[src/logic/sapsc_pkg.sv]
// Notes on behaviour
// - Active receive edge sets the edge flag.
// - Edge flag clears only on written one.
// - Bit error captures sampled receive level.
// - Mismatch sets bit-error flag, may request interrupt.
// - Bit-error flag clears on written one.
// - Received break sets break flag, may interrupt.
// - Break flag clears on written one.
// - Edge interrupt enable gates edge flag.
// - Bit-error enable gates bit-error flag.
// - Break enable gates break flag request.
// - Mode selects tick nine, thirteen, or off.
// - Break detector runs only when enabled.
// - Alternate registers reachable only in alternate map.
// - Transmit-empty enable gates its request.
// - Transmit-done enable gates its request.
// - Receive-full enable gates full and overrun.
// - Idle-line enable gates idle request.
// - Transmit enable takes transmit pin, queues preamble.
// - Receive enable switches the receiver.
// - Standby blocks receive requests; wakeup clears it.
// - One set-clear of break sends one break.
// - Held break sends whole breaks back to back.
// - Character length and long-break select fix break length.
package sapsc_pkg;

   // ----------------------------------------------------------------
   // Register indices; byte address is four times the index.
   // ----------------------------------------------------------------
   localparam logic [2:0] IDX_ALT_STAT = 3'h0;
   localparam logic [2:0] IDX_ALT_IRQ  = 3'h1;
   localparam logic [2:0] IDX_ALT_EBC  = 3'h2;
   localparam logic [2:0] IDX_CTRL2    = 3'h3;
   localparam logic [2:0] IDX_AUX      = 3'h4;
   localparam logic [2:0] IDX_STATE    = 3'h5;

   // ----------------------------------------------------------------
   // Field positions.
   // ----------------------------------------------------------------
   localparam int B_RXEDG  = 7;
   localparam int B_BIT_ERROR_VALUE  = 2;
   localparam int B_BERRF  = 1;
   localparam int B_BKDF   = 0;
   localparam int B_RXEDIE = 7;
   localparam int B_BIT_ERROR_IRQ_EN = 1;
   localparam int B_BREAK_SEEN_IRQ_EN  = 0;
   localparam int B_BMODE  = 1;
   localparam int B_BKDON  = 0;
   localparam int B_TIE    = 7;
   localparam int B_TX_DONE_IRQ_EN   = 6;
   localparam int B_RIE    = 5;
   localparam int B_IDLE_LINE_IRQ_EN   = 4;
   localparam int B_TE     = 3;
   localparam int B_RE     = 2;
   localparam int B_RWU    = 1;
   localparam int B_SBK    = 0;
   localparam int B_ALT_MAP_SELECT   = 0;
   localparam int B_RX_POLARITY  = 1;
   localparam int B_CLEN   = 2;
   localparam int B_LBRK   = 3;

   // ----------------------------------------------------------------
   // Reset values and writable masks.
   // ----------------------------------------------------------------
   localparam logic [7:0] RST_ALT_IRQ = 8'h00;
   localparam logic [7:0] RST_ALT_EBC = 8'h00;
   localparam logic [7:0] RST_CTRL2   = 8'h00;
   localparam logic [7:0] RST_AUX     = 8'h00;
   localparam logic [7:0] MSK_ALT_IRQ = 8'h83;
   localparam logic [7:0] MSK_ALT_EBC = 8'h07;
   localparam logic [7:0] MSK_AUX     = 8'h0f;

   // ----------------------------------------------------------------
   // Bit timing: ticks per bit, sample ticks, break lengths.
   // ----------------------------------------------------------------
   localparam logic [3:0] TICK_LAST  = 4'hf;
   localparam logic [3:0] TICK_NINE  = 4'h8;
   localparam logic [3:0] TICK_THIRT = 4'hc;
   localparam logic [3:0] BRK_LEN_8  = 4'ha;
   localparam logic [3:0] BRK_LEN_9  = 4'hb;
   localparam logic [3:0] BRK_LONG_8 = 4'hd;
   localparam logic [3:0] BRK_LONG_9 = 4'he;
   localparam logic [7:0] BKD_TICK_8 = 8'ha0;
   localparam logic [7:0] BKD_TICK_9 = 8'hb0;

   typedef enum logic [1:0] {
      BERR_OFF  = 2'b00,
      BERR_T9   = 2'b01,
      BERR_T13  = 2'b10,
      BERR_RSVD = 2'b11
   } sapsc_berr_e;

   typedef enum logic {
      BRK_IDLE = 1'b0,
      BRK_SEND = 1'b1
   } sapsc_brk_e;

endpackage : sapsc_pkg

[src/logic/sapsc_top.sv]
// The Avalon-MM interface to the registers was decided locally.
`timescale 1ns/1ps
`default_nettype none
// Alternate-map status and control of the serial port, with break
// transmit, break detect and transmit bit-error checking.
module sapsc_top (
   input  wire logic        clk_sys,
   input  wire logic        resetn,
   input  wire logic        ce,
   input  wire logic [4:0]  avs_address,
   input  wire logic        avs_read,
   input  wire logic        avs_write,
   input  wire logic [31:0] avs_writedata,
   input  wire logic [3:0]  avs_byteenable,
   output logic [31:0]      avs_readdata,
   output logic             avs_waitrequest,
   input  wire logic        rxd_pin,
   output logic             txd_pin_o,
   output logic             txd_pin_oe,
   input  wire logic [12:0] baud_div,
   input  wire logic        tx_data_bit,
   input  wire logic        tx_busy,
   input  wire logic        tx_empty_flag,
   input  wire logic        tx_done_flag,
   input  wire logic        rx_full_flag,
   input  wire logic        overrun_flag,
   input  wire logic        idle_flag,
   input  wire logic        wakeup_event,
   output logic             bit_strobe,
   output logic             tx_enable,
   output logic             rx_enable,
   output logic             rx_standby,
   output logic             idle_preamble_req,
   output logic             irq_req
);
   import sapsc_pkg::*;

   // --------------------------------------------------------------
   // Storage
   // --------------------------------------------------------------
   logic        ack_q;
   logic [7:0]  alt_irq_q;
   logic [7:0]  alt_ebc_q;
   logic [7:0]  ctrl2_q;
   logic [7:0]  aux_q;
   logic        rx_edge_flag_q;
   logic        bit_error_flag_q;
   logic        bit_error_value_q;
   logic        break_seen_flag_q;
   logic        rx_meta_q;
   logic        rx_sync_q;
   logic        rx_prev_q;
   logic [3:0]  tick_idx_q;
   sapsc_brk_e  brk_state_q;
   logic [3:0]  brk_left_q;
   logic [7:0]  bkd_cnt_q;
   logic        txd_q;
   logic        txd_oe_q;
   logic        te_prev_q;
   logic        preamble_q;
   logic        irq_q;
   logic [31:0] rdata_q;

   logic        tick;
   logic        wr_fire;
   logic        rd_load;
   logic [2:0]  idx;
   logic [7:0]  wd;
   logic        alt_map_select;
   logic        rx_polarity;
   logic        long_break_sel;
   logic        char_len_sel;
   logic        rx_lvl;
   logic        edge_evt;
   logic        berr_evt;
   logic        bkd_evt;
   logic        samp_pt;
   logic [3:0]  brk_len;
   logic [7:0]  bkd_lim;
   logic        wr_stat;
   logic        irq_d;
   logic [7:0]  rd_mux;
   sapsc_berr_e bit_error_mode;

   assign idx            = avs_address[4:2];
   assign wd             = avs_writedata[7:0];
   assign alt_map_select = aux_q[B_ALT_MAP_SELECT];
   assign rx_polarity    = aux_q[B_RX_POLARITY];
   assign char_len_sel   = aux_q[B_CLEN];
   assign long_break_sel = aux_q[B_LBRK];
   assign bit_error_mode = sapsc_berr_e'(alt_ebc_q[B_BMODE +: 2]);
   assign tx_enable      = ctrl2_q[B_TE];
   assign rx_enable      = ctrl2_q[B_RE];
   assign rx_standby     = ctrl2_q[B_RWU];

   // --------------------------------------------------------------
   // Bus slave
   // --------------------------------------------------------------
   // One wait state: the answer comes on the second edge of a request.
   assign avs_waitrequest = (avs_read || avs_write) && !(ack_q && ce);
   assign wr_fire = avs_write && ack_q && ce && avs_byteenable[0];
   assign rd_load = avs_read && !ack_q && ce;
   assign wr_stat = wr_fire && alt_map_select && idx == IDX_ALT_STAT;

   always_ff @(posedge clk_sys or negedge resetn) begin
      if (!resetn) begin
         ack_q <= 1'b0;
      end else if (ce) begin
         ack_q <= (avs_read || avs_write) && !ack_q;
      end
   end

   // Alternate registers hide behind the map select; they read zero.
   always_comb begin
      rd_mux = 8'h00;
      unique case (idx)
         IDX_ALT_STAT: if (alt_map_select) begin
            rd_mux[B_RXEDG] = rx_edge_flag_q;
            rd_mux[B_BIT_ERROR_VALUE] = bit_error_value_q;
            rd_mux[B_BERRF] = bit_error_flag_q;
            rd_mux[B_BKDF]  = break_seen_flag_q;
         end
         IDX_ALT_IRQ: if (alt_map_select) begin
            rd_mux = alt_irq_q;
         end
         IDX_ALT_EBC: if (alt_map_select) begin
            rd_mux = alt_ebc_q;
         end
         IDX_CTRL2: rd_mux = ctrl2_q;
         IDX_AUX:   rd_mux = aux_q;
         IDX_STATE: rd_mux = {5'h00, irq_q, txd_q, brk_state_q};
         default:   rd_mux = 8'h00;
      endcase
   end

   always_ff @(posedge clk_sys or negedge resetn) begin
      if (!resetn) begin
         rdata_q <= 32'h0000_0000;
      end else if (rd_load) begin
         rdata_q <= {24'h00_0000, rd_mux};
      end
   end
   assign avs_readdata = rdata_q;

   // --------------------------------------------------------------
   // Control registers
   // --------------------------------------------------------------
   // Alternate control is written only in the alternate map.
   always_ff @(posedge clk_sys or negedge resetn) begin
      if (!resetn) begin
         alt_irq_q <= RST_ALT_IRQ;
         alt_ebc_q <= RST_ALT_EBC;
         aux_q     <= RST_AUX;
      end else if (wr_fire) begin
         if (alt_map_select && idx == IDX_ALT_IRQ) begin
            alt_irq_q <= wd & MSK_ALT_IRQ;
         end
         if (alt_map_select && idx == IDX_ALT_EBC) begin
            alt_ebc_q <= wd & MSK_ALT_EBC;
         end
         if (idx == IDX_AUX) begin
            aux_q <= wd & MSK_AUX;
         end
      end
   end

   // Hardware wakeup clears standby; a write in that cycle wins.
   always_ff @(posedge clk_sys or negedge resetn) begin
      if (!resetn) begin
         ctrl2_q <= RST_CTRL2;
      end else if (wr_fire && idx == IDX_CTRL2) begin
         ctrl2_q <= wd;
      end else if (ce && wakeup_event) begin
         ctrl2_q[B_RWU] <= 1'b0;
      end
   end

   // --------------------------------------------------------------
   // Receive pin synchroniser and edge detect
   // --------------------------------------------------------------
   always_ff @(posedge clk_sys or negedge resetn) begin
      if (!resetn) begin
         rx_meta_q <= 1'b1;
         rx_sync_q <= 1'b1;
         rx_prev_q <= 1'b1;
      end else if (ce) begin
         rx_meta_q <= rxd_pin;
         rx_sync_q <= rx_meta_q;
         rx_prev_q <= rx_sync_q;
      end
   end

   assign rx_lvl   = rx_sync_q ^ rx_polarity;
   assign edge_evt = rx_polarity ? (rx_sync_q && !rx_prev_q)
                                 : (!rx_sync_q && rx_prev_q);

   // --------------------------------------------------------------
   // Bit timing
   // --------------------------------------------------------------
   sapsc_tick_gen sapsc_tick_gen_i (
      .clk_sys  (clk_sys),
      .resetn   (resetn),
      .ce       (ce),
      .run      (tx_enable || rx_enable),
      .baud_div (baud_div),
      .tick     (tick)
   );

   always_ff @(posedge clk_sys or negedge resetn) begin
      if (!resetn) begin
         tick_idx_q <= 4'h0;
      end else if (ce && tick) begin
         tick_idx_q <= tick_idx_q + 4'h1;
      end
   end
   assign bit_strobe = ce && tick && tick_idx_q == TICK_LAST;

   // --------------------------------------------------------------
   // Break transmit
   // --------------------------------------------------------------
   // Length follows character length and the long-break select.
   always_comb begin
      unique case ({long_break_sel, char_len_sel})
         2'b00: brk_len = BRK_LEN_8;
         2'b01: brk_len = BRK_LEN_9;
         2'b10: brk_len = BRK_LONG_8;
         2'b11: brk_len = BRK_LONG_9;
      endcase
   end

   // A break starts on a bit boundary once the shifter is idle and,
   // once started, runs whole even if the request is withdrawn.
   always_ff @(posedge clk_sys or negedge resetn) begin
      if (!resetn) begin
         brk_state_q <= BRK_IDLE;
         brk_left_q  <= 4'h0;
      end else if (ce) begin
         if (!tx_enable) begin
            brk_state_q <= BRK_IDLE;
         end else if (bit_strobe) begin
            unique case (brk_state_q)
               BRK_IDLE: if (ctrl2_q[B_SBK] && !tx_busy) begin
                  brk_state_q <= BRK_SEND;
                  brk_left_q  <= brk_len;
               end
               BRK_SEND: if (brk_left_q != 4'h1) begin
                  brk_left_q <= brk_left_q - 4'h1;
               end else if (ctrl2_q[B_SBK]) begin
                  brk_left_q <= brk_len;
               end else begin
                  brk_state_q <= BRK_IDLE;
               end
            endcase
         end
      end
   end

   // --------------------------------------------------------------
   // Transmit pin
   // --------------------------------------------------------------
   // The port owns the pin only while the transmitter is enabled.
   always_ff @(posedge clk_sys or negedge resetn) begin
      if (!resetn) begin
         txd_q    <= 1'b1;
         txd_oe_q <= 1'b0;
      end else if (ce) begin
         txd_oe_q <= tx_enable;
         if (brk_state_q == BRK_SEND) begin
            txd_q <= 1'b0;
         end else begin
            txd_q <= tx_busy ? tx_data_bit : 1'b1;
         end
      end
   end
   assign txd_pin_o  = txd_q;
   assign txd_pin_oe = txd_oe_q;

   // Enabling the transmitter asks the shifter for an idle preamble.
   always_ff @(posedge clk_sys or negedge resetn) begin
      if (!resetn) begin
         te_prev_q  <= 1'b0;
         preamble_q <= 1'b0;
      end else if (ce) begin
         te_prev_q  <= tx_enable;
         preamble_q <= tx_enable && !te_prev_q;
      end
   end
   assign idle_preamble_req = preamble_q;

   // --------------------------------------------------------------
   // Bit-error check
   // --------------------------------------------------------------
   // The reserved mode code checks nothing, like the off code.
   always_comb begin
      unique case (bit_error_mode)
         BERR_T9:  samp_pt = tick_idx_q == TICK_NINE;
         BERR_T13: samp_pt = tick_idx_q == TICK_THIRT;
         default:  samp_pt = 1'b0;
      endcase
   end
   assign berr_evt = ce && tick && samp_pt && tx_enable &&
                     (tx_busy || brk_state_q == BRK_SEND) &&
                     rx_lvl != txd_q;

   // --------------------------------------------------------------
   // Break detect
   // --------------------------------------------------------------
   // The counter parks at the limit, so one long low reports once.
   assign bkd_lim = char_len_sel ? BKD_TICK_9 : BKD_TICK_8;
   assign bkd_evt = ce && tick && !rx_lvl &&
                    bkd_cnt_q == bkd_lim - 8'h01;

   always_ff @(posedge clk_sys or negedge resetn) begin
      if (!resetn) begin
         bkd_cnt_q <= 8'h00;
      end else if (ce) begin
         if (!alt_ebc_q[B_BKDON] || !rx_enable || rx_lvl) begin
            bkd_cnt_q <= 8'h00;
         end else if (tick && bkd_cnt_q != bkd_lim) begin
            bkd_cnt_q <= bkd_cnt_q + 8'h01;
         end
      end
   end

   // --------------------------------------------------------------
   // Sticky flags
   // --------------------------------------------------------------
   // A new event beats a clearing write in the same cycle.
   always_ff @(posedge clk_sys or negedge resetn) begin
      if (!resetn) begin
         rx_edge_flag_q    <= 1'b0;
         bit_error_flag_q  <= 1'b0;
         bit_error_value_q <= 1'b0;
         break_seen_flag_q <= 1'b0;
      end else if (ce) begin
         if (edge_evt) begin
            rx_edge_flag_q <= 1'b1;
         end else if (wr_stat && wd[B_RXEDG]) begin
            rx_edge_flag_q <= 1'b0;
         end
         if (berr_evt) begin
            bit_error_flag_q  <= 1'b1;
            bit_error_value_q <= rx_lvl;
         end else if (wr_stat && wd[B_BERRF]) begin
            bit_error_flag_q <= 1'b0;
         end
         if (bkd_evt && alt_ebc_q[B_BKDON]) begin
            break_seen_flag_q <= 1'b1;
         end else if (wr_stat && wd[B_BKDF]) begin
            break_seen_flag_q <= 1'b0;
         end
      end
   end

   // --------------------------------------------------------------
   // Interrupt request
   // --------------------------------------------------------------
   // Standby silences the receive-full, overrun and idle sources until wakeup.
   always_comb begin
      irq_d = 1'b0;
      irq_d = irq_d || (rx_edge_flag_q && alt_irq_q[B_RXEDIE]);
      irq_d = irq_d || (bit_error_flag_q && alt_irq_q[B_BIT_ERROR_IRQ_EN]);
      irq_d = irq_d || (break_seen_flag_q && alt_irq_q[B_BREAK_SEEN_IRQ_EN]);
      irq_d = irq_d || (tx_empty_flag && ctrl2_q[B_TIE]);
      irq_d = irq_d || (tx_done_flag && ctrl2_q[B_TX_DONE_IRQ_EN]);
      if (rx_enable && !rx_standby) begin
         irq_d = irq_d || ((rx_full_flag || overrun_flag) &&
                           ctrl2_q[B_RIE]);
         irq_d = irq_d || (idle_flag && ctrl2_q[B_IDLE_LINE_IRQ_EN]);
      end
   end

   always_ff @(posedge clk_sys or negedge resetn) begin
      if (!resetn) begin
         irq_q <= 1'b0;
      end else if (ce) begin
         irq_q <= irq_d;
      end
   end
   assign irq_req = irq_q;
endmodule : sapsc_top
`default_nettype wire

[src/logic/sapsc_tick_gen.sv]
`timescale 1ns/1ps
`default_nettype none
// Divides the bus clock by the baud divisor into sixteenth-bit ticks.
module sapsc_tick_gen (
   input  wire logic        clk_sys,
   input  wire logic        resetn,
   input  wire logic        ce,
   input  wire logic        run,
   input  wire logic [12:0] baud_div,
   output logic             tick
);
   import sapsc_pkg::*;

   logic [12:0] cnt_q;

   // --------------------------------------------------------------
   // Divider
   // --------------------------------------------------------------
   // A zero divisor stops the generator, so no tick ever fires.
   always_ff @(posedge clk_sys or negedge resetn) begin
      if (!resetn) begin
         cnt_q <= 13'h0000;
      end else if (ce) begin
         if (!run || baud_div == 13'h0000 || tick) begin
            cnt_q <= 13'h0001;
         end else begin
            cnt_q <= cnt_q + 13'h0001;
         end
      end
   end

   assign tick = run && baud_div != 13'h0000 && cnt_q >= baud_div;

endmodule : sapsc_tick_gen
`default_nettype wire

[config.mk]
export PLATFORM = sky130hd
export DESIGN_NAME = sapsc_top
export DESIGN_NICKNAME = d
export VERILOG_FILES = /design/src/logic/sapsc_pkg.sv /design/src/logic/sapsc_top.sv /design/src/logic/sapsc_tick_gen.sv
export SDC_FILE = /design/constraint.sdc
export NUM_CORES = 1
export LEC_CHECK = 0
export ABC_AREA = 1
export BUFFER_PORTS_ARGS = -buffer_cell sky130_fd_sc_hd__buf_2
export CORE_MARGIN = 5
export CORE_UTILIZATION = 40
export DETAILED_ROUTE_END_ITERATION = 10
export GPL_ROUTABILITY_DRIVEN = 0
export HOLD_SLACK_MARGIN = 0.02
export PLACE_DENSITY_LB_ADDON = 0.12
export SKIP_CTS_REPAIR_TIMING = 1
export SYNTH_ARGS = -nofsm -noshare
export SYNTH_HDL_FRONTEND = slang
export SYNTH_SLANG_ARGS = --single-unit
[constraint.sdc]
create_clock -name clk_sys -period 1.95 [get_ports clk_sys]
set_input_delay 0 -clock clk_sys [delete_from_list [all_inputs] [get_ports clk_sys]]
set_output_delay 0 -clock clk_sys [all_outputs]
set_load 0.05 [all_outputs]
# ---- Word level (Yosys, flattened, before mapping)
# Cells that the tools add are included.
dict set report op_classes {
  div_mod_pow 0
  magnitude_cmp 1
  reduce_logical 85
  mux 35
  n_bitwise 2
  n_shift 0
  addsub 5
  multipliers 0
  n_eq_ne 20
}
# op count
set ops {}
lappend ops {{1-bit logical AND} 41}
lappend ops {{4-bit case mux with 4 select lines} 2}
lappend ops {{8-bit 2-to-1 mux} 3}
lappend ops {{1-bit 2-to-1 mux} 18}
lappend ops {{3-bit case mux with 6 select lines} 1}
lappend ops {{2-bit AND reduction} 9}
lappend ops {{1-bit logical OR} 14}
lappend ops {{13-bit by 1-bit adder with 13-bit output, second input constant} 1}
lappend ops {{13-bit >= comparator} 1}
lappend ops {{13-bit logical NOT} 1}
lappend ops {{13-bit 2-to-1 mux} 1}
lappend ops {{13-bit nonzero test} 1}
lappend ops {{4-bit == test, second input constant} 3}
lappend ops {{4-bit 2-to-1 mux} 3}
lappend ops {{1-bit logical NOT} 11}
lappend ops {{2-bit nonzero test} 5}
lappend ops {{8-bit by 1-bit adder with 8-bit output, second input constant} 1}
lappend ops {{8-bit == test} 1}
lappend ops {{8-bit != test} 1}
lappend ops {{4-bit case mux with 2 select lines} 1}
lappend ops {{8-bit by 1-bit subtractor with 8-bit output, second input constant} 1}
lappend ops {{2-bit == test, second input constant} 3}
lappend ops {{3-bit by 2-bit == test with 1-bit output, second input constant} 2}
lappend ops {{3-bit == test, second input constant} 2}
lappend ops {{other kinds (17)} 21}
dict set report totals {
  output_inout_bits 41
  ram_bits 0
  mem_count 0
  inputBits 68
  elab_cells 171
  latch_bits 0
  rom_bits 0
  reg_bits 68
}

# ---- Depth between registers and ports, before layout
dict set report depth {
  depth_word 10
  mapped_depth 13
  ltp_nobuf 13
}

# ---- Hierarchy
# Synthesis repeated with hierarchy kept, for this count alone.
dict set report unflattened {
  hier_cells 611
  area_unflattened_um2 4558.1
}
# module cells_per_inst instances seq_area_each_um2 area_each_um2
set modules_own_cells {}
lappend modules_own_cells {sapsc_top 452 1 1381.3 3369.5}
lappend modules_own_cells {sapsc_tick_gen 159 1 325.3 1188.6}

# ---- Worst setup path before layout
# No wires, ideal clock.
dict set report synth_path {
  kind {reg2reg}
  start {reg ctrl2_q[2]}
  end {reg brk_left_q[1]}
  required_time_ns 1.833
  n_path_buf 0
  arrival_ns 1.746
  setup_slack_ns 0.087
  synth_period_minus_slack_ns 1.863
  setup_ns 0.117
  path_stages_with_launch 10
  cell_sequence {dfrtp_1 inv_1 nand2_1 nand2_1 nor2_4 nand3_2 inv_2 nand2_2 nand2_1 nand2_1}
}
dict set report synth_via {
  elab_chain_cells 6
}
# element line
set synth_rtl {}
lappend synth_rtl {{start, declared} sapsc_top.sv:44} ;# logic [7:0] ctrl2_q;
lappend synth_rtl {{start signal, assigned} sapsc_top.sv:172} ;# ctrl2_q <= wd;
lappend synth_rtl {{1-bit logical OR} sapsc_top.sv:204} ;# .run (tx_enable || rx_enable),
lappend synth_rtl {{1-bit logical AND (2 in series)} sapsc_tick_gen.sv:32} ;# assign tick = run && baud_div != 13'h0000 && cnt_q >= baud_div;
lappend synth_rtl {{1-bit logical AND (2 in series)} sapsc_top.sv:216} ;# assign bit_strobe = ce && tick && tick_idx_q == TICK_LAST;
lappend synth_rtl {{net bit_strobe} sapsc_top.sv:29} ;# output logic bit_strobe,
lappend synth_rtl {{5-bit AND reduction (no source line)} --}
lappend synth_rtl {{end signal, assigned} sapsc_top.sv:244} ;# brk_left_q <= brk_len;
lappend synth_rtl {{end signal, assigned} sapsc_top.sv:247} ;# brk_left_q <= brk_left_q - 4'h1;
lappend synth_rtl {{end signal, assigned} sapsc_top.sv:249} ;# brk_left_q <= brk_len;
lappend synth_rtl {{end, declared} sapsc_top.sv:55} ;# logic [3:0] brk_left_q;
# The timed path passes the listed nets, and every way through them passes these cells.
# A chain may end at the register's enable or synchronous reset.

# ---- Worst setup path in the final report
dict set report layout_path {
  start {reg sapsc_tick_gen_i.cnt_q[3]}
  end {reg sapsc_tick_gen_i.cnt_q[6]}
}
dict set report layout_via {
  elab_chain_cells 4
  word_cells_on_any_way 5
  cone_classes {add/sub (1); order compare (1); mux (1); reduce/logical (2)}
}
# element line
set layout_rtl {}
lappend layout_rtl {{start, declared} sapsc_tick_gen.sv:14} ;# logic [12:0] cnt_q;
lappend layout_rtl {{start signal, assigned} sapsc_tick_gen.sv:27} ;# cnt_q <= cnt_q + 13'h0001;
lappend layout_rtl {{13-bit >= comparator} sapsc_tick_gen.sv:32}
lappend layout_rtl {{1-bit logical AND} sapsc_tick_gen.sv:32}
lappend layout_rtl {{1-bit logical OR} sapsc_tick_gen.sv:24} ;# if (!run || baud_div == 13'h0000 || tick) begin
lappend layout_rtl {{13-bit 2-to-1 mux (*)} sapsc_tick_gen.sv:24}
# Every way passes the cells marked *; elsewhere a longest branch is shown, timed or not.

==> results by group <==
Outcome
  • Status: finished, violations left
  • Violated checks: hold timing

Clock tree
  • Clock root cell: sky130_fd_sc_hd__clkbuf_8
  • Number of clock buffers inserted by TritonCTS: 9
  • Clock slew at the register clock pins of the worst setup and hold paths: 0.08 ns
  • Clock tree from TritonCTS: yes
  • H-tree depth: 3
  • Clock buffer depth: 2
  • Number of clock sinks: around 70
  • Clock latency of the later-clocked register in the worst-skew pair: 0.35 ns

Power and ir drop
  • Pleak: roughly 2.7 nW
  • Cell Pwr Density: roughly 690 nW/um^2
  • Largest vdd supply drop: 0.3453 mV

Yosys
  • Synthesized-area fraction occupied by ao, oa, aoi and oai cells: 0.08063
  • Synth warn: 0
  • Prevailing post-synth register cell: sky130_fd_sc_hd__dfrtp_1
  • Fraction of registers with async set or reset after synthesis: 1.000
  • Number of library cell types mapped by synthesis: 45
  • Count of mapped cells out of synthesis: 545
  • Multiplexer share of the synthesized area: 0.007596
  • Combinational family with the most area after synthesis: simple AND/OR/NAND/NOR gates
  • Mean cell area of the mapped netlist: 7.858 um^2
  • Synthesized-area fraction occupied by xor and xnor cells: 0.03272
  • Simple-gate share of the synthesized area: 0.2921
  • EDFF count, synth: 0
  • Netlist Area Pre-Place: 4283 um^2
  • Portion of the post-synthesis area used by sequential elements: 0.3985
  • Synth Register Bits: 68
  • Adder-Cell Fraction of Synth Area: 0.07011

Setup path
  • Startpoint of the worst-slack reg-to-reg timing path: sapsc_tick_gen_i.cnt_q[3]
  • Data required time at the worst endpoint: 2.24 ns
  • Startpoint type of the worst setup path: flop
  • Critical-path cell list: ha_1 -> nand2_2 -> nor2_2 -> nand2_1 -> nor2_2 -> nor2_2 -> nand3_4 -> buf_12 -> nor2_4 -> nor2_4 -> inv_2 -> nand2_1 -> nor2_1
  • CP Capture Type: flop
  • Cell type of the slowest stage on the worst timing path: sky130_fd_sc_hd__dfrtp_1
  • Worst Setup SP: sapsc_tick_gen_i.cnt_q[3]
  • CP Max Fanout: 8
  • CP dominant cell by count: sky130_fd_sc_hd__nor2_2
  • Critical path class: flop to flop
  • Worst path arrival time: 2.23 ns
  • Critical path's largest stage delay: 0.42 ns
  • Setup slack, reg-to-reg: 0.01 ns

Timing
  • Crit share post-route: 0.9948
  • Final setup violation count: 0
  • Worst Max-Slew Pin Slew: 0.5744 ns
  • Final-layout worst hold slack: -0.02277 ns
  • Maximum operating frequency: 0.5155 GHz
  • Hold Violations, Final: 2
  • Max-slew headroom: 0.6170
  • Count of pins over their slew limit: 0
  • Final critical path time including I/O delays and setup: around 1.9 ns
  • Skew final: 0.01089 ns
  • Unrepaired setup endpoints after global routing: true
  • Setup slack of the critical path after layout: between 0.01 and 0.015 ns

Place
  • Placed Cells incl. Taps: 738
  • Hpwl dp: 7.823 mm
  • Port-buffer cells: 55
  • Placement Setup Slack: between 0.06 and 0.07 ns

Route
  • Number of iterations in the first detailed-routing pass: 4
  • Iteration-0 DRC count of the detailed router: 167
  • Remaining antenna violation count: 0
  • Routed length per instance: around 13 um
  • Overall routed net length: 10.22 mm
  • Ratio of routed vias to standard cells: around 4.7
  • DRC violation count after routing: 0
  • Routed via count: 3699

Floorplanning
  • Die boundary width: 113.5 um
  • Std cell rows: 37
  • Core area: 10370 um^2
  • Io pins: 109
  • Initial core utilization: 0.4130
  • Area of the die: about 13000 um^2
  • Height of the die: 113.5 um

Cells and area
  • Final net count: 731
  • Fraction of final layout cells with drive strength greater than 1: 0.2314
  • Synth-to-layout area growth: 21.97%
  • Ant. Diodes: 0
  • Highest-count cells in the layout ignoring fill and taps: sky130_fd_sc_hd__nand2_1 (144), sky130_fd_sc_hd__inv_1 (66), sky130_fd_sc_hd__dfrtp_1 (63)
  • Most frequent standard cell in the layout excluding fill and tap cells: sky130_fd_sc_hd__nand2_1
  • Count of placed standard cells in the final layout, fillers left out: 780

Run
  • Number of max-cap violations: 0

Global route
  • Leftover overflow at the end of global routing: 0
  • Via count of the first global-routing pass: about 3500
  • GRT Resource Usage Total: 0.1603
  • Antenna violations before repair: 0
  • Global-route wire length before repair: ~17 mm
  • Largest net degree at the start of global routing: 26

Hold path
  • HP Start: avs_write
  • Class of the tightest hold or removal check: input pin to flop
-- state kept, by name, summed over array words and instances, names as in the netlist, 3 cells and up --
| name | cells |
|---|---|
| alt_ebc_q | 3 |
| bkd_cnt_q | 8 |
| sapsc_tick_gen_i.cnt_q | 13 |
| ctrl2_q | 8 |
| aux_q | 4 |
| alt_irq_q | 3 |
| brk_left_q | 4 |
| avs_readdata | 8 |
| tick_idx_q | 4 |
-- cell usage after synthesis (3+ instances only) --
cell	n	area, um^2
sky130_fd_sc_hd__ha_1	24	300.3
sky130_fd_sc_hd__nand2_1	147	551.8
sky130_fd_sc_hd__nor3_2	3	30.03
sky130_fd_sc_hd__nand4_1	5	31.28
sky130_fd_sc_hd__nor2_1	40	150.1
sky130_fd_sc_hd__inv_1	67	251.5
sky130_fd_sc_hd__xor2_1	11	96.34
sky130_fd_sc_hd__nor2_2	7	43.79
sky130_fd_sc_hd__nor2_4	4	45.04
sky130_fd_sc_hd__dfrtp_1	64	1602
sky130_fd_sc_hd__o21ai_1	6	30.03
sky130_fd_sc_hd__buf_4	24	180.2
sky130_fd_sc_hd__nor3_1	7	35.03
sky130_fd_sc_hd__dfstp_2	4	105.1
sky130_fd_sc_hd__inv_2	4	15.01
sky130_fd_sc_hd__or2_2	3	18.77
sky130_fd_sc_hd__o21ai_0	27	135.1
sky130_fd_sc_hd__xnor2_1	5	43.79
sky130_fd_sc_hd__nand2_2	7	43.79
sky130_fd_sc_hd__a21oi_1	15	75.07
sky130_fd_sc_hd__clkbuf_1	3	11.26
sky130_fd_sc_hd__nor3b_1	3	22.52
sky130_fd_sc_hd__nand3_2	3	30.03
sky130_fd_sc_hd__nand3_1	30	150.1
-- report_power, final --
part | leakage [nW] | switching (mW) | total (mW) | internal (mW)
Sequential | 0.895 | 0.0930 | 1.62 | 1.52
Clock | 0.0920 | 0.575 | 1.07 | 0.493
Combinational | 1.69 | 0.626 | 0.906 | 0.280
Total | 2.68 | 1.29 | 3.59 | 2.30
-- path summary, 6_finish.rpt --
kind                                        endpoint  depth (start not counted)
min                                            ack_q                          3
max reg2reg                sapsc_tick_gen_i.cnt_q[6]                         13
min in group asynchronous                 ctrl2_q[6]                          2
max in group asynchronous                  rx_prev_q                          3
min reg2reg                                rx_meta_q                          2
max                        sapsc_tick_gen_i.cnt_q[6]                         13
-- logic make-up after synthesis --
group,Yosys count
buffers and inverters,105
other,1
flip-flops,68
adder cells (fa/ha/maj),24
multiplexers,3
AO/OA/AOI/OAI,61
XOR/XNOR,16
AND/OR/NAND/NOR,267
-- stage by stage --
stage                     utilization  TNS, ns  area, um^2  power, mW
after global routing           0.5037   -1.497        5224      3.801
final                          0.5037        0        5224      3.589
after floorplan                     -        0        4369      2.262
after detailed placement       0.4538        0        4706      2.498
after CTS                      0.4709  -0.2390        4883      3.577
after global placement         0.4538        0        4706      2.484
-- area by class of cell --
class	instances	area (um^2)
Clock buffer	10	137.6
Fill cell	1028	5146
Clock inverter	6	40.04
Multi-Input combinational cell	395	2240
Timing Repair Buffer	92	649.4
Sequential cell	68	1708
Tap cell	136	170.2
Inverter	73	279.0
-- routing by layer --
| layer | share of wire | wire [um] | global-route usage |
|---|---|---|---|
| met4 | 0.020 | 201 | 0.06731 |
| met3 | 0.046 | 472 | 0.02387 |
| met5 | 0 | 0 | 0 |
| met1 | 0.45 | 4641 | 0.2103 |
| met2 | 0.48 | 4905 | 0.2638 |
-- worst max-delay path, delay by kind of cell (launching register included) --
family,cells,cell delay (ns)
AND/OR/NAND/NOR,10,0.91
flip-flops,1,0.42
adder cells (fa/ha/maj),1,0.29
buffers and inverters,2,0.24
(Power assumes the default switching activity.)
